`src/common/pmev_pkg.sv`:
```
package pmev_pkg;

  // Register byte addresses on the APB.
  localparam logic [31:0] RANGE_BASE_OFS = 32'hffffff6c;
  localparam logic [31:0] RANGE_MASK_OFS = 32'hffffff7c;
  localparam logic [31:0] CTRL_OFS = 32'hffffff00;
  localparam logic [31:0] PKT_OFS = 32'hffffff04;
  localparam logic [31:0] IRQ_STAT_OFS = 32'hffffff08;
  localparam logic [31:0] IRQ_CLR_OFS = 32'hffffff0c;
  localparam logic [31:0] IRQ_EN_OFS = 32'hffffff10;

  // Field positions.
  localparam int unsigned ADDR_LO = 2;
  localparam int unsigned ADDR_HI = 27;
  localparam int unsigned ADDR_W = ADDR_HI - ADDR_LO + 1;
  localparam int unsigned MASK_RD_EN_BIT = 0;
  localparam int unsigned MASK_WE_BIT = 1;
  localparam int unsigned CTRL_VID_EN_BIT = 0;
  localparam int unsigned CTRL_INTV_LO = 3;
  localparam int unsigned CTRL_INTV_HI = 4;
  localparam int unsigned PKT_VID_BIT = 0;
  localparam int unsigned PKT_RANGE_BIT = 1;
  localparam int unsigned PKT_LIVE_W = 2;
  localparam int unsigned PKT_W = 8;
  localparam int unsigned IRQ_VID_BIT = 0;
  localparam int unsigned IRQ_RANGE_BIT = 1;
  localparam int unsigned IRQ_SENT_BIT = 2;
  localparam int unsigned IRQ_W = 3;

  // Values after reset.
  localparam logic [ADDR_W-1:0] RANGE_FIELD_RST = 26'h0000000;
  localparam logic [1:0] CYC_SEL_RST = 2'h0;
  localparam logic [2:0] CTRL_RST = 3'h0;
  localparam logic [IRQ_W-1:0] IRQ_RST = 3'h0;

  // Send intervals in milliseconds and their cycle counts at 125 MHz.
  localparam int unsigned CLK_KHZ = 125000;
  localparam int unsigned INTV_A_MS = 1;
  localparam int unsigned INTV_B_MS = 5;
  localparam int unsigned INTV_C_MS = 10;
  localparam int unsigned INTV_A_CYC = INTV_A_MS * CLK_KHZ;
  localparam int unsigned INTV_B_CYC = INTV_B_MS * CLK_KHZ;
  localparam int unsigned INTV_C_CYC = INTV_C_MS * CLK_KHZ;

  typedef enum logic [1:0] {
    INTV_OFF = 2'b00,
    INTV_A = 2'b01,
    INTV_B = 2'b10,
    INTV_C = 2'b11
  } pmev_intv_t;

  typedef struct packed {
    logic valid;
    logic write;
    logic video;
    logic [31:0] addr;
  } pmev_cyc_t;

  typedef struct packed {
    logic strobe;
    logic [PKT_W-1:0] data;
  } pmev_pkt_t;

endpackage : pmev_pkg

```
`src/logic/pmev_range_cmp.sv`:
```
`timescale 1ns/1ps
module pmev_range_cmp #(
  parameter int unsigned AW = pmev_pkg::ADDR_W
) (
  input wire logic ref_clk,
  input wire logic rst_n,
  input wire pmev_pkg::pmev_cyc_t cyc,
  input wire logic [AW-1:0] base,
  input wire logic [AW-1:0] mask,
  input wire logic rd_en,
  input wire logic wr_en,
  output logic hit
);
  logic [AW-1:0] bit_ok;
  logic type_ok;
  logic hit_ff;

  genvar gi;
  generate
    for (gi = 0; gi < AW; gi++) begin : g_bit
      // A set mask bit always matches; a clear one needs equality.
      assign bit_ok[gi] = mask[gi] | (cyc.addr[pmev_pkg::ADDR_LO + gi] == base[gi]);
    end
  endgenerate

  assign type_ok = cyc.write ? wr_en : rd_en;

  always_ff @(posedge ref_clk or negedge rst_n) begin
    if (!rst_n) begin
      hit_ff <= 1'b0;
    end else begin
      hit_ff <= cyc.valid & type_ok & (&bit_ok);
    end
  end

  assign hit = hit_ff;
endmodule : pmev_range_cmp

```
`src/logic/pmev_intv_timer.sv`:
```
`timescale 1ns/1ps
module pmev_intv_timer #(
  parameter int unsigned CYC_A = pmev_pkg::INTV_A_CYC,
  parameter int unsigned CYC_B = pmev_pkg::INTV_B_CYC,
  parameter int unsigned CYC_C = pmev_pkg::INTV_C_CYC,
  parameter int unsigned CW = 24
) (
  input wire logic ref_clk,
  input wire logic rst_n,
  input wire logic [1:0] sel,
  input wire logic restart,
  output logic expired
);
  logic [CW-1:0] cnt_ff;
  logic [CW-1:0] limit;
  logic exp_ff;
  logic off;

  // Limits sit two cycles short because the registered expiry and the restarting send each cost a cycle.
  always_comb begin
    unique case (pmev_pkg::pmev_intv_t'(sel))
      pmev_pkg::INTV_OFF: limit = '0;
      pmev_pkg::INTV_A: limit = CW'(CYC_A - 2);
      pmev_pkg::INTV_B: limit = CW'(CYC_B - 2);
      pmev_pkg::INTV_C: limit = CW'(CYC_C - 2);
    endcase
  end

  assign off = (sel == pmev_pkg::INTV_OFF);

  // A shortened interval taking effect mid-count expires at once if the count has already reached the new limit.
  always_ff @(posedge ref_clk or negedge rst_n) begin
    if (!rst_n) begin
      cnt_ff <= '0;
    end else if (restart || off) begin
      cnt_ff <= '0;
    end else if (!exp_ff && cnt_ff < limit) begin
      cnt_ff <= cnt_ff + 1'b1;
    end
  end

  always_ff @(posedge ref_clk or negedge rst_n) begin
    if (!rst_n) begin
      exp_ff <= 1'b0;
    end else if (restart || off) begin
      exp_ff <= 1'b0;
    end else if (cnt_ff >= limit) begin
      exp_ff <= 1'b1;
    end
  end

  assign expired = exp_ff;
endmodule : pmev_intv_timer

```
`src/logic/pmev_top.sv`:
```
`timescale 1ns/1ps
module pmev_top #(
  parameter int unsigned CYC_A = pmev_pkg::INTV_A_CYC,
  parameter int unsigned CYC_B = pmev_pkg::INTV_B_CYC,
  parameter int unsigned CYC_C = pmev_pkg::INTV_C_CYC
) (
  input wire logic ref_clk,
  input wire logic rst_n,
  input wire logic [31:0] paddr,
  input wire logic psel,
  input wire logic penable,
  input wire logic pwrite,
  input wire logic [31:0] pwdata,
  output logic [31:0] prdata,
  output logic pready,
  output logic pslverr,
  input wire pmev_pkg::pmev_cyc_t cpu_cyc,
  output pmev_pkg::pmev_pkt_t ser_pkt,
  output logic irq
);
  localparam int unsigned AW = pmev_pkg::ADDR_W;
  localparam int unsigned LW = pmev_pkg::PKT_LIVE_W;
  localparam int unsigned IW = pmev_pkg::IRQ_W;

  // Register state.
  logic [AW-1:0] base_ff;
  logic [AW-1:0] mask_ff;
  logic [1:0] cyc_sel_ff;
  logic [2:0] ctrl_ff;
  logic [LW-1:0] pkt_ff;
  logic [IW-1:0] stat_ff;
  logic [IW-1:0] en_ff;
  logic irq_ff;

  // Bus answer and packet output state.
  logic pready_ff;
  logic pslverr_ff;
  logic [31:0] prdata_ff;
  pmev_pkg::pmev_pkt_t pkt_out_ff;

  // Working signals.
  logic acc;
  logic wr_fire;
  logic hit_base;
  logic hit_mask;
  logic hit_ctrl;
  logic hit_pkt;
  logic hit_stat;
  logic hit_clr;
  logic hit_en;
  logic mapped;
  logic [31:0] nxt_prdata;
  logic vid_en;
  logic [1:0] intv_sel;
  logic vid_ev;
  logic range_ev;
  logic tmr_exp;
  logic send;
  logic [LW-1:0] ev_set;
  logic [LW-1:0] nxt_pkt;
  logic [IW-1:0] irq_set;
  logic [IW-1:0] irq_clr;
  logic [IW-1:0] nxt_stat;

  // Address decode.
  assign hit_base = (paddr == pmev_pkg::RANGE_BASE_OFS);
  assign hit_mask = (paddr == pmev_pkg::RANGE_MASK_OFS);
  assign hit_ctrl = (paddr == pmev_pkg::CTRL_OFS);
  assign hit_pkt = (paddr == pmev_pkg::PKT_OFS);
  assign hit_stat = (paddr == pmev_pkg::IRQ_STAT_OFS);
  assign hit_clr = (paddr == pmev_pkg::IRQ_CLR_OFS);
  assign hit_en = (paddr == pmev_pkg::IRQ_EN_OFS);
  assign mapped = hit_base | hit_mask | hit_ctrl | hit_pkt | hit_stat | hit_clr | hit_en;

  // The answer is registered, so every access phase lasts two cycles.
  assign acc = psel & penable & ~pready_ff;
  assign wr_fire = psel & penable & pready_ff & pwrite & ~pslverr_ff;

  always_ff @(posedge ref_clk or negedge rst_n) begin
    if (!rst_n) begin
      pready_ff <= 1'b0;
      pslverr_ff <= 1'b0;
    end else begin
      pready_ff <= acc;
      pslverr_ff <= acc & ~mapped;
    end
  end

  always_comb begin
    nxt_prdata = 32'h00000000;
    if (hit_base) begin
      nxt_prdata[pmev_pkg::ADDR_HI:pmev_pkg::ADDR_LO] = base_ff;
    end
    if (hit_mask) begin
      nxt_prdata[pmev_pkg::ADDR_HI:pmev_pkg::ADDR_LO] = mask_ff;
      nxt_prdata[1:0] = cyc_sel_ff;
    end
    if (hit_ctrl) begin
      nxt_prdata[pmev_pkg::CTRL_INTV_HI:pmev_pkg::CTRL_INTV_LO] = ctrl_ff[2:1];
      nxt_prdata[pmev_pkg::CTRL_VID_EN_BIT] = ctrl_ff[0];
    end
    if (hit_pkt) begin
      nxt_prdata[LW-1:0] = pkt_ff;
    end
    if (hit_stat) begin
      nxt_prdata[IW-1:0] = stat_ff;
    end
    if (hit_en) begin
      nxt_prdata[IW-1:0] = en_ff;
    end
  end

  always_ff @(posedge ref_clk or negedge rst_n) begin
    if (!rst_n) begin
      prdata_ff <= 32'h00000000;
    end else if (acc && !pwrite) begin
      prdata_ff <= nxt_prdata;
    end else if (acc) begin
      prdata_ff <= 32'h00000000;
    end
  end

  // Only the live fields are stored, so reserved bits are dropped on write.
  always_ff @(posedge ref_clk or negedge rst_n) begin
    if (!rst_n) begin
      base_ff <= pmev_pkg::RANGE_FIELD_RST;
    end else if (wr_fire && hit_base) begin
      base_ff <= pwdata[pmev_pkg::ADDR_HI:pmev_pkg::ADDR_LO];
    end
  end

  always_ff @(posedge ref_clk or negedge rst_n) begin
    if (!rst_n) begin
      mask_ff <= pmev_pkg::RANGE_FIELD_RST;
      cyc_sel_ff <= pmev_pkg::CYC_SEL_RST;
    end else if (wr_fire && hit_mask) begin
      mask_ff <= pwdata[pmev_pkg::ADDR_HI:pmev_pkg::ADDR_LO];
      cyc_sel_ff <= pwdata[1:0];
    end
  end

  always_ff @(posedge ref_clk or negedge rst_n) begin
    if (!rst_n) begin
      ctrl_ff <= pmev_pkg::CTRL_RST;
    end else if (wr_fire && hit_ctrl) begin
      ctrl_ff <= {pwdata[pmev_pkg::CTRL_INTV_HI:pmev_pkg::CTRL_INTV_LO],
                  pwdata[pmev_pkg::CTRL_VID_EN_BIT]};
    end
  end

  always_ff @(posedge ref_clk or negedge rst_n) begin
    if (!rst_n) begin
      en_ff <= pmev_pkg::IRQ_RST;
    end else if (wr_fire && hit_en) begin
      en_ff <= pwdata[IW-1:0];
    end
  end

  assign vid_en = ctrl_ff[0];
  assign intv_sel = ctrl_ff[2:1];

  // The display decode arrives already qualified from the same clock domain.
  assign vid_ev = cpu_cyc.valid & cpu_cyc.video & vid_en;

  pmev_range_cmp #(
    .AW(AW)
  ) u_cmp (
    .ref_clk(ref_clk),
    .rst_n(rst_n),
    .cyc(cpu_cyc),
    .base(base_ff),
    .mask(mask_ff),
    .rd_en(cyc_sel_ff[pmev_pkg::MASK_RD_EN_BIT]),
    .wr_en(cyc_sel_ff[pmev_pkg::MASK_WE_BIT]),
    .hit(range_ev)
  );

  pmev_intv_timer #(
    .CYC_A(CYC_A),
    .CYC_B(CYC_B),
    .CYC_C(CYC_C)
  ) u_tmr (
    .ref_clk(ref_clk),
    .rst_n(rst_n),
    .sel(intv_sel),
    .restart(send),
    .expired(tmr_exp)
  );

  // Packet accumulation; a new event in the send cycle survives the clear.
  assign send = tmr_exp & (|pkt_ff);
  assign ev_set[pmev_pkg::PKT_VID_BIT] = vid_ev;
  assign ev_set[pmev_pkg::PKT_RANGE_BIT] = range_ev;
  assign nxt_pkt = (send ? '0 : pkt_ff) | ev_set;

  always_ff @(posedge ref_clk or negedge rst_n) begin
    if (!rst_n) begin
      pkt_ff <= '0;
    end else begin
      pkt_ff <= nxt_pkt;
    end
  end

  // The packet leaves as one strobe carrying the whole register image.
  always_ff @(posedge ref_clk or negedge rst_n) begin
    if (!rst_n) begin
      pkt_out_ff <= '0;
    end else begin
      pkt_out_ff.strobe <= send;
      pkt_out_ff.data <= send ? {{(pmev_pkg::PKT_W - LW){1'b0}}, pkt_ff} : '0;
    end
  end

  // Interrupt status: set wins over a clear in the same cycle.
  assign irq_set = {send, range_ev, vid_ev};
  assign irq_clr = (wr_fire && hit_clr) ? pwdata[IW-1:0] : '0;
  assign nxt_stat = (stat_ff & ~irq_clr) | irq_set;

  always_ff @(posedge ref_clk or negedge rst_n) begin
    if (!rst_n) begin
      stat_ff <= pmev_pkg::IRQ_RST;
    end else begin
      stat_ff <= nxt_stat;
    end
  end

  always_ff @(posedge ref_clk or negedge rst_n) begin
    if (!rst_n) begin
      irq_ff <= 1'b0;
    end else begin
      irq_ff <= |(nxt_stat & en_ff);
    end
  end

  assign prdata = prdata_ff;
  assign pready = pready_ff;
  assign pslverr = pslverr_ff;
  assign ser_pkt = pkt_out_ff;
  assign irq = irq_ff;
endmodule : pmev_top

```
`config.mk`:
```
export PLATFORM = sky130hd
export DESIGN_NAME = pmev_top
export DESIGN_NICKNAME = d
export VERILOG_FILES = /design/src/common/pmev_pkg.sv /design/src/logic/pmev_range_cmp.sv /design/src/logic/pmev_intv_timer.sv /design/src/logic/pmev_top.sv
export SDC_FILE = /design/constraint.sdc
export NUM_CORES = 1
export LEC_CHECK = 0
export BUFFER_PORTS_ARGS = -buffer_cell sky130_fd_sc_hd__buf_2
export CORE_MARGIN = 2
export CORE_UTILIZATION = 59
export CTS_BUF_LIST = sky130_fd_sc_hd__clkbuf_16
export DETAILED_ROUTE_END_ITERATION = 8
export PLACE_DENSITY_LB_ADDON = 0.3
export REMOVE_ABC_BUFFERS = 1
export SYNTH_ARGS = -nofsm -noshare
export SYNTH_HDL_FRONTEND = slang
export SYNTH_SLANG_ARGS = --single-unit
```
`constraint.sdc`:
```
create_clock -name ref_clk -period 6.5 [get_ports ref_clk]
set_input_delay 0 -clock ref_clk [delete_from_list [all_inputs] [get_ports ref_clk]]
set_output_delay 0 -clock ref_clk [all_outputs]
set_load 0.1 [all_outputs]
```
* After elaboration in Yosys (flattened, before gate mapping) *
Index checks and enable logic that the tools add are counted.

word-level totals
  bits in registers = 129
  bits in latches = 0
  bits in writable memories = 0
  ROM bits = 0
  output and inout port bits = 44
  logic and storage cells = 141
  memories kept = 0

cells by class
  add/subtract/negate cells = 1
  $mul = 0
  divide/modulo/power cells = 0
  $lt $le $gt $ge = 2
  eq/ne operators = 36
  shift operators = 0
  multiplexer cells = 18
  bitwise logic cells = 51
  reductions and logical operators = 17

operators by type and width
  cell                                           count
  equality test 32 bit, second input constant    7
  case mux 24 bit (4 select lines)               1
  2-to-1 mux 32 bit                              2
  2-to-1 mux 24 bit                              2
  bitwise OR 1 bit                               32
  2-to-1 mux 28 bit                              1
  equality test 1 bit                            26
  2-to-1 mux 26 bit                              1
  AND reduction 26 bit                           1
  adder 24 x 1 -> 24 bit, second input constant  1
  greater-or-equal comparator 24 bit             1
  less-than comparator 24 bit                    1
  bitwise AND 1 bit                              11
  2-to-1 mux 3 bit                               3
  2-to-1 mux 2 bit                               4
  logical AND 1 bit                              7
  bitwise AND 3 bit                              2
  nonzero test 2 bit                             3
  equality test 2 bit, second input constant     2
  2-to-1 mux 1 bit                               4
  inverter 1 bit                                 3
  inverter 3 bit                                 1
  bitwise OR 3 bit                               1
  OR reduction 3 bit                             1
  other kinds (6)                                7

* Longest topological paths before layout *
  depth in word-level cells = 11
  gate-level depth with buffers = 12
  depth with buffers taken out = 10

* Modules after synthesis *
A second synthesis with hierarchy kept.

second synthesis, totals
  cell total of the unflattened synthesis = 629
  area, all modules = 6810.3 µm²

modules (own cells, without submodules)
  module           times used  cells an instance  area each (µm²)
  pmev_top         1           361                4448.0
  pmev_intv_timer  1           219                1968.1
  pmev_range_cmp   1           49                 394.1

* Least setup slack after synthesis *
OpenSTA, ideal clock, no wires.

  kind = register to register
  start = register ctrl_ff[1]
  end = register u_tmr.cnt_ff[15]
  setup time = 0.078 ns
  data arrival time = 2.591 ns
  slack = 3.831 ns
  cell stages (with the launch flop) = 11
  buffers on the path = 1
  path through = dfrtp_1 ha_1 inv_1 ha_1 a2111oi_0 nor3_1 o31ai_2 nand3b_1 buf_2 or4_1 a21oi_1

on the way
  cells in the longest elaborated chain, start to end = 5
  elaborated cells on any way between the ends = 10
  those cells by class = 1 x order compare; 3 x eq/ne; 2 x mux; 4 x reduce/logical

ends and longest elaborated chain
  what                                               RTL line               text
  from (decl)                                        pmev_top.sv:29         logic [2:0] ctrl_ff;
  from (signal assigned)                             pmev_top.sv:144        ctrl_ff <= pmev_pkg::CTRL_RST;
  from (signal assigned)                             pmev_top.sv:146        ctrl_ff <= {pwdata[pmev_pkg::CTRL_INTV_HI:pmev_pkg::CTRL_INTV_LO],
  equality test 2 bit, or another cell as far along  pmev_intv_timer.sv:21  unique case (pmev_pkg::pmev_intv_t'(sel))
  case mux 24 bit (4 select lines)                   pmev_intv_timer.sv:21
  less-than comparator 24 bit                        pmev_intv_timer.sv:37  end else if (!exp_ff && cnt_ff < limit) begin
  logical AND 1 bit                                  pmev_intv_timer.sv:37
  nonzero test 2 bit (no source line)                n/a
  to (signal assigned)                               pmev_intv_timer.sv:38  cnt_ff <= cnt_ff + 1'b1;
  to (decl)                                          pmev_intv_timer.sv:14  logic [CW-1:0] cnt_ff;

Several ways; a longest one is shown, not always the timed one. The select of a mux whose other input is x is not followed.
A chain may end at the register's enable or synchronous reset.

* Final worst setup path *
  start = register ctrl_ff[2]
  end = register u_tmr.cnt_ff[19]

The elaborated chain is that of the path after synthesis.

==> reports/qor.yml <==
outcome: "finished clean"
power.static_leakage_nw: 4.00
row_count: 38
yosysMostFrequentCell: "dfrtp_1"
core_mm2: 0.0109
critical_path.slowest_cell: "or4_1"
netlist_top_cells_area: "dfrtp_1 (47%), mux2_4 (4.6%), ha_1 (4.4%)"
cp_top_family: "compound AO/OA/AOI/OAI gates"
yosysWarningCount: 0
nets: 884
cts.sink_count: 125
criticalPathCategory: "reg2reg"
synthesis.area_mm2: 0.00660
drv_cap: 0
synth_sequential_area_ratio: 0.474
initial_antenna_violation_count: 1
ctsResizeCount: 0
route.detailed.vias_per_inst: 6.11
cts-htree-levels: 4
power.share.switching: 0.225
path_cells: "ha_1 > inv_1 > ha_1 > a2111oi_0 > nor3_1 > o31ai_2 > nand3b_1 > buf_4 > or4_1 > a21oi_1"
report.final.slew_viol_count: 0
cts.reportedPaths.clkPinSlew_ps: 60
tns_ps: 0
post-place-ws_ps: 3410
syn-mean-instance-area_um2: 10.9
place_congestion: 0.899
timing.critical_path.arrival_ps: 3530
syn_to_final_growth_pct: 24.4
drc: 0
grt_setup_unrepaired: "false"
num_vias: 5557
max_clock_freq_mhz: 311
switching_power_mw: 0.436
worstPathBufferInverterCount: 2
min-delay-path-class: "in2reg"
fin_crit_sh: 0.494
synth_cell_types: 65
place.detailed.hpwl_um: 10800
largest_net_degree_at_the_start_of_global_routing: 93
tritoncts: "built"
design.portCount: 148
slew-limit-headroom: 0.236
comb_power_share: 0.064
io_buffer_count: 127
post-synth-top-area-cell: "dfrtp_1"
post-route-util: 0.754
postCtsSetupRepairBufs: 0
detailedRoute.firstPassIterationCount: 5
synth.top_cells.by_count: "dfrtp_1 (125), nand2_1 (49), o21ai_0 (34), xnor2_1 (26)"
cp_data_required_time_ps: 6820
clock_insertion_delay_worst_skew_ps: 420
share_of_flip_flops_with_an_asynchronous_set_or_reset_after_synthesis: 1.00
yosysTopAreaCellShare: 0.474
design_power_total_mw: 1.94
worst_path_most_repeated_cell: "ha_1"
pwr_density_cell_mw_per_mm2: 236
layoutNonFillerInstCount: 910
worst_setup_path_end_kind: "register"
post_route_cells_drive_above_1_share: 0.273
crit_path_max_fanout: 41
detail_route.wl_per_cell_um: 18.9
grt_pass1_vias: 5576
die_area_mm2: 0.0120
grt_usage: 0.294
chipHeight_um: 110
clockPowerShare: 0.534
postCtsHoldBufs: 32
finalWorstSetupSlack_ps: 3290
critical_path.startpoint_type: "register"
fin_worst_skew_ps: 8.80
synth_edf_count: 0
drt_first_iter_violations: 467
worst_slew_pin_slew_ps: 1150
fp.dieW_um: 110
place.detailed.instances: 846
grt_pass1_wl_um: 27000
clock_root_buffer: "clkbuf_16"
synth_seq_cells: 125
synth_cells: 604
ant_nets: 0
ctsLongestPathBuffers: 2
post_route_wl_um: 17200
fillCellCount: 722
finalSetupViolCount: 0
ys.flop_type: "dfrtp_1"
gr-total-overflow: 0
layout_min_cycle_time_ps: 3210
max-vdd-ir-drop_mv: 0.181
p_int_mw: 1.50
floorplan.initialDensity: 0.606
numCtsBuffers: 17
slowest_delay_ps: 550
power_frac_seq: 0.402
finalHoldViolations: 0
## sequential cells by signal (all words and copies together), names as in the netlist
name and count:
pslverr 1, pkt_ff 2, stat_ff 3, pready 1, irq 1, u_cmp.hit 1
ctrl_ff 3, u_tmr.expired 1, base_ff 26, en_ff 3, u_tmr.cnt_ff 24, cyc_sel_ff 2
prdata 28, mask_ff 26, ser_pkt 3
## worst reg2reg max path, delay by kind of cell, from the launching register on
family	cells	cell delay [ps]
AOI/OAI and AO/OA	3	900
and+or+nand+nor	3	820
adders and majority gates	2	500
buffers and inverters	2	470
DFF	1	430
## power groups by stage
stage	Sequential [mW]	Clock, mW	Combinational [mW]
2_1_floorplan	0.799	0	0.0453
5_1_grt	0.779	1.08	0.134
4_1_cts	0.780	1.03	0.124
3_5_place_dp	0.793	0	0.108
6_report	0.780	1.04	0.124
3_3_place_gp	0.793	0	0.106
## final cells by class
type / instances / area (um2) / area share
Antenna cell: 1 / 2.50 / 0.000305
Tap cell: 140 / 175 / 0.0213
Multi-Input combinational cell: 435 / 3210 / 0.392
Timing Repair Buffer: 163 / 988 / 0.120
Clock inverter: 14 / 216 / 0.0264
Clock buffer: 17 / 425 / 0.0518
Sequential cell: 125 / 3130 / 0.381
Inverter: 15 / 56.3 / 0.00686
## per-stage QoR
step	area [um2]	hold slack, ps
finish	8210	2.77
global route	8210	15.8
CTS	8200	7.13
detailed placement	7240	-36.1
global placement	7240	-43.8
floorplan	6400	-296
## worst paths after layout
| kind | end | slack [ps] | startpoint | cells past startpoint |
|---|---|---|---|---|
| max | u_tmr.cnt_ff[19]$_DFFE_PN0P_ | 3290 | ctrl_ff[2]$_DFFE_PN0P_ | 10 |
| min | pslverr$_DFF_PN0_ | 3 | paddr[28] | 4 |
| max reg2reg | u_tmr.cnt_ff[19]$_DFFE_PN0P_ | 3290 | ctrl_ff[2]$_DFFE_PN0P_ | 10 |
| min reg2reg | prdata[2]$_DFFE_PN0P_ | 480 | prdata[2]$_DFFE_PN0P_ | 2 |
| max in group asynchronous | prdata[0]$_DFFE_PN0P_ | 4930 | rst_n | 3 |
| min in group asynchronous | prdata[15]$_DFFE_PN0P_ | 70 | rst_n | 2 |
## metal layers
metal,part of all wire,routed length [um],vias to the layer above,GRT usage
met5,0,0,-,0
met4,0.033,566,0,0.127
met3,0.060,1030,50,0.0581
met2,0.52,8860,244,0.511
met1,0.39,6720,2729,0.355
li1,-,-,2534,-
## layout by cell type, fill, tap and decap left out, drive strengths merged, types with 9 or more instances in the layout
master       instances
o22ai               11
a21oi               22
inv                 18
nand2               50
nand4               13
or3                  9
dlygate4sd3         32
mux2                58
conb                10
clkbuf              17
nand3               17
buf                131
or4                  9
a22oi               24
dfrtp              125
nor2                24
o21ai               45
xnor2               26
ha                  23
o31ai               13
## cell families (layout without fill, tap and decap cells)
logic type / after synthesis / after routing / share of synthesized area
xor gates and xnor gates: 27 / 27 / 0.0358
other: 1 / 11 / 0.000568
buffers and inverters: 53 / 209 / 0.0438
adders and majority gates: 23 / 23 / 0.0436
and+or+nand+nor: 168 / 168 / 0.145
DFF: 125 / 125 / 0.474
AOI/OAI and AO/OA: 147 / 147 / 0.143
muxes: 60 / 60 / 0.113
Power figures use the tool's default switching activity.
